$ cat src/slpr_pkg.sv
/*
 * Shared constants for the link parameter register bank: byte offsets,
 * field positions, fixed read-only values and reset values.
 * Assumes an 8-bit register port with 12-bit byte addresses.
 */
package slpr_pkg;

  localparam int unsigned ADDR_W = 12;
  localparam int unsigned DATA_W = 8;

  // Register offsets
  localparam logic [11:0] OFS_SUBCLASS_AND_SAMPLE_BITS  = 12'h458;
  localparam logic [11:0] OFS_VERSION_AND_SAMPLES       = 12'h459;
  localparam logic [11:0] OFS_DENSITY_AND_CONTROL_WORDS = 12'h45a;
  localparam logic [11:0] OFS_SPARE_LINK_BYTE_ONE       = 12'h45b;
  localparam logic [11:0] OFS_SPARE_LINK_BYTE_TWO       = 12'h45c;
  localparam logic [11:0] OFS_LINK_CONFIG_CHECKSUM      = 12'h45d;
  localparam logic [11:0] OFS_PER_LANE_ALIGNMENT_STATUS = 12'h46c;

  // Field positions
  localparam int unsigned UPPER_LSB        = 5;
  localparam int unsigned UPPER_MSB        = 7;
  localparam int unsigned LOWER_MSB        = 4;
  localparam int unsigned HIGH_DENSITY_BIT = 7;
  localparam int unsigned LANE6_BIT        = 6;

  // Fixed read-only field values, minus-one encoded where applicable
  localparam logic [4:0] RESOLUTION_M1      = 5'h0f;
  localparam logic [4:0] BITS_PER_SAMPLE_M1 = 5'h0f;
  localparam logic [4:0] SAMPLES_PER_FRAME_M1 = 5'h01;
  localparam logic [0:0] HIGH_DENSITY_VAL   = 1'h1;
  localparam logic [4:0] CONTROL_WORDS_VAL  = 5'h00;

  // Subclass and version codes
  localparam logic [2:0] SUBCLASS_0   = 3'h0;
  localparam logic [2:0] SUBCLASS_1   = 3'h1;
  localparam logic [2:0] VERSION_A    = 3'h0;
  localparam logic [2:0] VERSION_B    = 3'h1;

  // Reset values
  localparam logic [2:0] SUBCLASS_RST = 3'h0;
  localparam logic [2:0] VERSION_RST  = 3'h0;
  localparam logic [7:0] BYTE_RST     = 8'h00;
  localparam logic [7:0] STATUS_RST   = 8'h00;
  localparam logic [7:0] READ_ZERO    = 8'h00;

endpackage : slpr_pkg

$ cat src/slpr_if.sv
/*
 * Link between host software / link transmitter and the register bank.
 * Assumes both ends share ref_clk_i; no clocking block.
 */
`timescale 1ns/1ns
interface slpr_if;
  logic [11:0] reg_addr;       // Byte address
  logic        reg_wr;         // Write strobe, one cycle
  logic        reg_rd;         // Read strobe, one cycle
  logic [7:0]  reg_wdata;
  logic [7:0]  reg_rdata;
  logic        reg_rvalid;     // Read answer, one cycle
  logic        deframer_soft_rst; // Deframer held in soft reset
  logic        skip_alignment_sequence;
  logic        ilas_sent;      // Transmitter finished alignment sequence

  modport device (
    input  reg_addr, reg_wr, reg_rd, reg_wdata,
    input  deframer_soft_rst, skip_alignment_sequence, ilas_sent,
    output reg_rdata, reg_rvalid
  );

  modport host (
    output reg_addr, reg_wr, reg_rd, reg_wdata,
    output deframer_soft_rst, skip_alignment_sequence, ilas_sent,
    input  reg_rdata, reg_rvalid
  );
endinterface : slpr_if

$ cat src/slpr_device.sv
/*
 * Device end: link parameter register bank of a multi-lane serial
 * receiver. Holds the programmable link parameters, fixed read-only
 * fields and per-lane alignment status.
 * Assumes a byte-wide register port on the shared clock, and lane
 * results delivered by the deframer datapath on the user side.
 * Writes are not gated by the soft reset: the host keeps that order.
 * Subclass codes above one are dropped without any indication.
 * Only the low eight lanes are visible in the status byte.
 */
// Overview of operation
// - Resolution field reads fixed sixteen minus one; no address of this bank reads it, the value is only kept in RESOLUTION_FIELD
// - Subclass field accepts zero or one only
// - Parameters written only under deframer soft reset; the device takes writes at any time, and the host keeps the order
// - Bits-per-sample field reads fixed sixteen minus one
// - Version field writable, zero is earlier revision
// - Samples-per-frame field read-only, minus one
// - High-density bit read-only, resets to one
// - Control-word count reads as zero
// - Two spare bytes writable, reset to zero
// - Software writes field-sum checksum modulo 256
// - One deskew status bit per lane
// - Bit six reports lane six synchronisation

`timescale 1ns/1ns
module slpr_device #(
  parameter int unsigned LANES = 8
) (
  input  wire logic             ref_clk_i,
  input  wire logic             rstn_i,
  slpr_if.device                link,
  input  wire logic [LANES-1:0] lane_status_i,
  input  wire logic             lane_status_valid_i,
  output logic [2:0]            link_subclass_field_o,
  output logic [2:0]            standard_version_field_o,
  output logic [7:0]            spare_field_one_o,
  output logic [7:0]            spare_field_two_o,
  output logic [7:0]            checksum_o,
  output logic                  deframer_in_reset_o,
  output logic [LANES-1:0]      lane_status_o
);

  // Subclass 2 and above are not supported; such writes keep the old value
  function automatic logic subclass_legal(input logic [2:0] code);
    subclass_legal = (code == slpr_pkg::SUBCLASS_0) || (code == slpr_pkg::SUBCLASS_1);
  endfunction : subclass_legal

  function automatic logic hit(input logic [11:0] a, input logic [11:0] ofs);
    hit = (a == ofs);
  endfunction : hit

  // Upper three-bit field over the lower five-bit field, reserved bits zero
  function automatic logic [7:0] pack_fields(input logic [2:0] upper, input logic [4:0] lower);
    pack_fields                                          = slpr_pkg::READ_ZERO;
    pack_fields[slpr_pkg::UPPER_MSB:slpr_pkg::UPPER_LSB] = upper;
    pack_fields[slpr_pkg::LOWER_MSB:0]                   = lower;
  endfunction : pack_fields

  // Lane n shows in bit n; lanes past the byte are not visible here
  function automatic logic [7:0] status_byte(input logic [LANES-1:0] lanes_ok);
    status_byte = slpr_pkg::READ_ZERO;
    for (int n = 0; n < LANES && n < slpr_pkg::DATA_W; n++) begin
      status_byte[n] = lanes_ok[n];
    end
  endfunction : status_byte

  logic [2:0]       subclass,   next_subclass;
  logic [2:0]       version,    next_version;
  logic [7:0]       spare_one,  next_spare_one;
  logic [7:0]       spare_two,  next_spare_two;
  logic [7:0]       checksum,   next_checksum;
  logic [LANES-1:0] status,     next_status;
  logic             pending,    next_pending;
  logic             in_reset,   next_in_reset;
  logic [7:0]       rdata,      next_rdata;
  logic             rvalid,     next_rvalid;

  // Register writes
  always_comb begin
    next_subclass  = subclass;
    next_version   = version;
    next_spare_one = spare_one;
    next_spare_two = spare_two;
    next_checksum  = checksum;
    // Writes outside soft reset are still taken; host must avoid them
    if (link.reg_wr) begin
      if (hit(link.reg_addr, slpr_pkg::OFS_SUBCLASS_AND_SAMPLE_BITS)
          && subclass_legal(link.reg_wdata[slpr_pkg::UPPER_MSB:slpr_pkg::UPPER_LSB])) begin
        next_subclass = link.reg_wdata[slpr_pkg::UPPER_MSB:slpr_pkg::UPPER_LSB];
      end
      if (hit(link.reg_addr, slpr_pkg::OFS_VERSION_AND_SAMPLES)) begin
        next_version = link.reg_wdata[slpr_pkg::UPPER_MSB:slpr_pkg::UPPER_LSB];
      end
      if (hit(link.reg_addr, slpr_pkg::OFS_SPARE_LINK_BYTE_ONE)) begin
        next_spare_one = link.reg_wdata;
      end
      if (hit(link.reg_addr, slpr_pkg::OFS_SPARE_LINK_BYTE_TWO)) begin
        next_spare_two = link.reg_wdata;
      end
      if (hit(link.reg_addr, slpr_pkg::OFS_LINK_CONFIG_CHECKSUM)) begin
        next_checksum = link.reg_wdata;
      end
    end
  end

  always_ff @(posedge ref_clk_i or negedge rstn_i) begin
    if (!rstn_i) begin
      subclass  <= slpr_pkg::SUBCLASS_RST;
      version   <= slpr_pkg::VERSION_RST;
      spare_one <= slpr_pkg::BYTE_RST;
      spare_two <= slpr_pkg::BYTE_RST;
      checksum  <= slpr_pkg::BYTE_RST;
    end else begin
      subclass  <= next_subclass;
      version   <= next_version;
      spare_one <= next_spare_one;
      spare_two <= next_spare_two;
      checksum  <= next_checksum;
    end
  end

  // Lane status: cleared while in soft reset, armed by a new sequence
  // Skip option not used: software disregards these bits when it is set
  always_comb begin
    next_in_reset = link.deframer_soft_rst;
    next_status   = status;
    next_pending  = pending;
    if (link.deframer_soft_rst) begin
      next_status  = '0;
      next_pending = 1'b0;
    end else begin
      if (link.ilas_sent) begin
        next_pending = 1'b1;
      end
      // Result counts only once the sequence has been sent again
      // A result in the same cycle as the sequence uses that arm at once
      if (lane_status_valid_i && (pending || link.ilas_sent)) begin
        next_status  = lane_status_i;
        next_pending = 1'b0;
      end
    end
  end

  always_ff @(posedge ref_clk_i or negedge rstn_i) begin
    if (!rstn_i) begin
      status   <= slpr_pkg::STATUS_RST[LANES-1:0];
      pending  <= 1'b0;
      in_reset <= 1'b0;
    end else begin
      status   <= next_status;
      pending  <= next_pending;
      in_reset <= next_in_reset;
    end
  end

  // Read mux, answered one cycle after the strobe
  always_comb begin
    next_rvalid = link.reg_rd;
    next_rdata  = rdata;
    if (link.reg_rd) begin
      unique case (link.reg_addr)
        slpr_pkg::OFS_SUBCLASS_AND_SAMPLE_BITS:
          next_rdata = pack_fields(subclass, slpr_pkg::BITS_PER_SAMPLE_M1);
        slpr_pkg::OFS_VERSION_AND_SAMPLES:
          next_rdata = pack_fields(version, slpr_pkg::SAMPLES_PER_FRAME_M1);
        slpr_pkg::OFS_DENSITY_AND_CONTROL_WORDS:
          next_rdata = pack_fields({slpr_pkg::HIGH_DENSITY_VAL, 2'h0},
                                   slpr_pkg::CONTROL_WORDS_VAL);
        slpr_pkg::OFS_SPARE_LINK_BYTE_ONE:
          next_rdata = spare_one;
        slpr_pkg::OFS_SPARE_LINK_BYTE_TWO:
          next_rdata = spare_two;
        slpr_pkg::OFS_LINK_CONFIG_CHECKSUM:
          next_rdata = checksum;
        slpr_pkg::OFS_PER_LANE_ALIGNMENT_STATUS:
          next_rdata = status_byte(status);
        default:
          next_rdata = slpr_pkg::READ_ZERO;
      endcase
    end
  end

  always_ff @(posedge ref_clk_i or negedge rstn_i) begin
    if (!rstn_i) begin
      rdata  <= slpr_pkg::READ_ZERO;
      rvalid <= 1'b0;
    end else begin
      rdata  <= next_rdata;
      rvalid <= next_rvalid;
    end
  end

  // Resolution field lives in the register below this bank; kept for users
  localparam logic [4:0] RESOLUTION_FIELD = slpr_pkg::RESOLUTION_M1;

  assign link.reg_rdata           = rdata;
  assign link.reg_rvalid          = rvalid;
  assign link_subclass_field_o    = subclass;
  assign standard_version_field_o = version;
  assign spare_field_one_o        = spare_one;
  assign spare_field_two_o        = spare_two;
  assign checksum_o               = checksum;
  assign deframer_in_reset_o      = in_reset;
  assign lane_status_o            = status;

endmodule : slpr_device

$ cat src/flat_wrapper.sv
// flat-port wrapper written by rule: the top's interface ports become plain ports
module slpr_device_flat 
#(
  parameter int unsigned LANES = 8
)
  (ref_clk_i, rstn_i, lane_status_i, lane_status_valid_i, link_subclass_field_o, standard_version_field_o, spare_field_one_o, spare_field_two_o, checksum_o, deframer_in_reset_o, lane_status_o, link_reg_addr, link_reg_wr, link_reg_rd, link_reg_wdata, link_deframer_soft_rst, link_skip_alignment_sequence, link_ilas_sent, link_reg_rdata, link_reg_rvalid);
  slpr_if link_i ();
  input  wire logic ref_clk_i;
  input  wire logic rstn_i;
  input  wire logic [LANES-1:0] lane_status_i;
  input  wire logic lane_status_valid_i;
  output logic [2:0] link_subclass_field_o;
  output logic [2:0] standard_version_field_o;
  output logic [7:0] spare_field_one_o;
  output logic [7:0] spare_field_two_o;
  output logic [7:0] checksum_o;
  output logic deframer_in_reset_o;
  output logic [LANES-1:0] lane_status_o;
  input wire logic [$bits(link_i.reg_addr)-1:0] link_reg_addr;
  input wire logic [$bits(link_i.reg_wr)-1:0] link_reg_wr;
  input wire logic [$bits(link_i.reg_rd)-1:0] link_reg_rd;
  input wire logic [$bits(link_i.reg_wdata)-1:0] link_reg_wdata;
  input wire logic [$bits(link_i.deframer_soft_rst)-1:0] link_deframer_soft_rst;
  input wire logic [$bits(link_i.skip_alignment_sequence)-1:0] link_skip_alignment_sequence;
  input wire logic [$bits(link_i.ilas_sent)-1:0] link_ilas_sent;
  output wire logic [$bits(link_i.reg_rdata)-1:0] link_reg_rdata;
  output wire logic [$bits(link_i.reg_rvalid)-1:0] link_reg_rvalid;
  assign link_i.reg_addr = link_reg_addr;
  assign link_i.reg_wr = link_reg_wr;
  assign link_i.reg_rd = link_reg_rd;
  assign link_i.reg_wdata = link_reg_wdata;
  assign link_i.deframer_soft_rst = link_deframer_soft_rst;
  assign link_i.skip_alignment_sequence = link_skip_alignment_sequence;
  assign link_i.ilas_sent = link_ilas_sent;
  assign link_reg_rdata = link_i.reg_rdata;
  assign link_reg_rvalid = link_i.reg_rvalid;
  slpr_device #(.LANES(LANES)) u_core (.ref_clk_i(ref_clk_i), .rstn_i(rstn_i), .link(link_i), .lane_status_i(lane_status_i), .lane_status_valid_i(lane_status_valid_i), .link_subclass_field_o(link_subclass_field_o), .standard_version_field_o(standard_version_field_o), .spare_field_one_o(spare_field_one_o), .spare_field_two_o(spare_field_two_o), .checksum_o(checksum_o), .deframer_in_reset_o(deframer_in_reset_o), .lane_status_o(lane_status_o));
endmodule
$ cat config.mk
export PLATFORM = sky130hd
export DESIGN_NAME = slpr_device_flat
export DESIGN_NICKNAME = d
export VERILOG_FILES = /design/src/slpr_pkg.sv /design/src/slpr_if.sv /design/src/slpr_device.sv /design/src/flat_wrapper.sv
export SDC_FILE = /design/constraint.sdc
export NUM_CORES = 1
export LEC_CHECK = 0
export BUFFER_PORTS_ARGS = -buffer_cell sky130_fd_sc_hd__buf_2
export CELL_PAD_IN_SITES_DETAIL_PLACEMENT = 0
export CELL_PAD_IN_SITES_GLOBAL_PLACEMENT = 1
export CORE_UTILIZATION = 25
export DETAILED_ROUTE_END_ITERATION = 16
export PLACE_DENSITY_LB_ADDON = 0.1
export SLEW_MARGIN = 20
export SYNTH_ARGS = -nofsm -noshare
export SYNTH_HDL_FRONTEND = slang
export SYNTH_SLANG_ARGS = --single-unit
$ cat constraint.sdc
create_clock -name ref_clk_i -period 2.1 [get_ports ref_clk_i]
set_input_delay 0 -clock ref_clk_i [delete_from_list [all_inputs] [get_ports ref_clk_i]]
set_output_delay 0 -clock ref_clk_i [all_outputs]
set_load 0.05 [all_outputs]
==> impl_metrics.yaml <==
logic_synthesis:
  yosys.area.top_type: "dfrtp_1"
  synthTopCellsByArea: "dfrtp_1 50%, mux2_2 14%, mux2i_1 4.9%, nor4_4 2.6%, inv_1 2.3%"
  ys_warn_count: 0
  netlist_area_mm2: 0.002429
  yosysTopAreaCellShare_pct: 50.49
  syn_inst: 206
  synth_seq_cells: 49
  ys_types: 44
  ys_seq_area_share_pct: 50.49
  synth_edf_count: 0
  yosysMostFrequentCell: "dfrtp_1"
  synth-main-ff-cell: "dfrtp_1"
  syn_area_per_cell_um2: 11.79
  synth_common_cells: "49 x dfrtp_1, 31 x mux2_2, 15 x inv_1, 15 x nor2_1, 12 x mux2i_1"
  async_reset_ff_share_pct: 100.0
  synth_nets: 242
setup_path:
  critical_path_class: "in2reg"
  r2r-end: "u_core.link.reg_rdata[6]$_DFFE_PN0P_"
  worstPathArrival_ns: 1.76
  r2r_cells: 4
  critPathMaxFanout: 8
  start_kind: "input port"
  r2r_start: "u_core.checksum_o[6]$_DFFE_PN0P_"
  cp-end-kind: "flop"
  r2r_setup_slack_ns: 0.84
  worstPathRequired_ns: 2.29
layout:
  utilization_pct: 35.76
  antenna_cells: 0
  final.fill_count: 982
  fin_cells: 449
  final_nets: 355
  syn2layout_area_growth_pct: 37.35
  multi_input_area_mm2: 0.001109
  drive_above_1_share_pct: 45.00
  seq_area_mm2: 0.001226
timing:
  setup-tns-final_ns: 0
  rsz0062_at_grt: "false"
  fin_skew_ns: 0.004224
  relSlewSlack_pct: 56.13
  hold_violations: 0
  fin_ws_ns: 0.5329
  worst_slew_pin_slew_ns: 0.6580
  timing.hold.ws_ns: 0.007869
  setup-violations-final: 0
  period_share_pct: 74.63
  min_period_ns: 1.567
  maxSlewViolCount: 0
  max_freq_mhz: 638.1
floorplan:
  io_pins: 84
  core-area_mm2: 0.009328
  fp.dieW_um: 100.6
  start_util_pct: 26.04
  num_rows: 35
  die_area_mm2: 0.01011
  fp.dieH_um: 100.6
cts:
  cts.sinks: 49
  clkTransAtPathRegs_ns: 0.09
  holdBufCountCts: 18
  root_buffer: "clkbuf_8"
  post_cts_buffers: 0
  cts_tree: "yes"
  cts_htree_levels: 2
  clk_latency_ns: 0.30
  clockBufferDepth: 2
  cts_buffers: 5
  post_cts_resize_count: 0
grt:
  antenna_found_initial: 0
  grt_start_max_net_pins: 50
  grt_pass1_vias: 2061
  grt_overflow_total: 0
  grt_pass1_wl_um: 11450
  track_usage_pct: 15.18
worst_hold_path:
  min_from: "link_reg_wdata[5]"
  hold_end: "u_core.link_subclass_field_o[0]$_DFFE_PN0P_"
  hold_path_depth: 2
  min_path_type: "in2reg"
route:
  wl_per_cell_um: 16.27
  totalWireLength_um: 7306
  drc: 0
  ant_nets: 0
  viasPerCell: 4.499
  vias: 2020
  top_layer_used: "met4"
  wl_met1_um: 3644
  first_pass_iters: 4
  wl_met2_um: 3346
  drt_iter0_drc: 83
  wl_met3_um: 257
pwr:
  irDropWorstVdd_mv: 0.2274
  p_leak_nw: 1.700
  p_per_area_mw_per_mm2: 527.8
placed_design:
  portBuffers: 82
  place_ws_ns: 0.2047
  dp_hpwl_um: 5502
  place_congestion: 0.7439
  dp.cells: 423
status:
  status: "complete, no violations"
flow_run:
  cap_violations: 0
layout make-up:
cell class | count | share of cell area (%)
Tap cell | 129 | 4.839
Clock inverter | 2 | 0.3001
Timing Repair Buffer | 113 | 21.01
Multi-Input combinational cell | 135 | 33.23
Clock buffer | 6 | 2.176
Inverter | 15 | 1.688
Sequential cell | 49 | 36.76
sequential cells by signal, summed over array words and instances, names as in the netlist:
signal	cells
u_core.link.reg_rvalid	1
u_core.spare_field_two_o	8
u_core.link.reg_rdata	8
u_core.link_subclass_field_o	3
u_core.spare_field_one_o	8
u_core.deframer_in_reset_o	1
u_core.standard_version_field_o	3
u_core.lane_status_o	8
u_core.checksum_o	8
u_core.pending	1
worst max path at each step:
stage | from | endpoint | slack, ns
finish | link_reg_addr[7] | u_core.spare_field_two_o[2]$_DFFE_PN0P_ | 0.53
floorplan | link_reg_addr[7] | u_core.spare_field_two_o[0]$_DFFE_PN0P_ | 0.44
global route | link_reg_addr[7] | u_core.spare_field_two_o[2]$_DFFE_PN0P_ | 0.48
CTS | link_reg_addr[7] | u_core.spare_field_two_o[2]$_DFFE_PN0P_ | 0.53
global placement | link_reg_addr[7] | u_core.spare_field_two_o[6]$_DFFE_PN0P_ | 0.21
detailed placement | link_reg_addr[7] | u_core.spare_field_two_o[2]$_DFFE_PN0P_ | 0.20
critical path, cell delays in order:
cell and delay, ns:
buf_2 0.10, or4b_4 0.57, nor4_4 0.38, and3_1 0.25
buf_12 0.14, mux2_2 0.32
logic make-up (layout without fill, tap and decap cells):
group,after synthesis,in the layout,synth area share [%]
flops,49,49,50.49
mux,43,43,19.32
simple gates,62,62,17.41
compound gates,30,30,8.914
buf+inv,22,136,3.864
metrics by stage:
step | power, mW | cell area (µm²)
after CTS | 1.787 | 3336
after detailed placement | 1.205 | 3073
final | 1.761 | 3336
after global placement | 1.204 | 3073
after floorplan | 1.096 | 2429
after global routing | 1.846 | 3336
layout by cell type, fill, tap and decap left out, types with 2 or more instances in the layout:
| cell | instances |
|---|---|
| clkinv_2 | 2 |
| a21oi_1 | 2 |
| o21ai_0 | 4 |
| nor3_1 | 3 |
| nand2b_1 | 3 |
| nand2_1 | 9 |
| a41oi_1 | 3 |
| buf_4 | 12 |
| dfrtp_1 | 49 |
| nand4bb_1 | 2 |
| and2_1 | 4 |
| nor4_1 | 3 |
| o22ai_1 | 7 |
| buf_2 | 82 |
| mux2i_1 | 12 |
| nor4_4 | 3 |
| a311oi_1 | 2 |
| or3b_2 | 2 |
| o2111ai_1 | 3 |
| inv_1 | 15 |
| o221ai_1 | 3 |
| clkbuf_8 | 5 |
| nor2_1 | 15 |
| nor2b_1 | 5 |
| mux2_2 | 31 |
| dlygate4sd3_1 | 18 |
power by group:
part	internal (mW)	leakage [nW]	switching [mW]
combinational	0.0915	0.979	0.150
clock	0.232	0.0450	0.321
sequential	0.956	0.676	0.00979
total	1.28	1.70	0.481
layer usage:
metal  track usage, %  vias up
li1                 -      980
met1            21.76      992
met2            23.71       43
met3            3.051        5
met4            3.010        0
met5                0        -
Power figures use the tool's default switching activity.
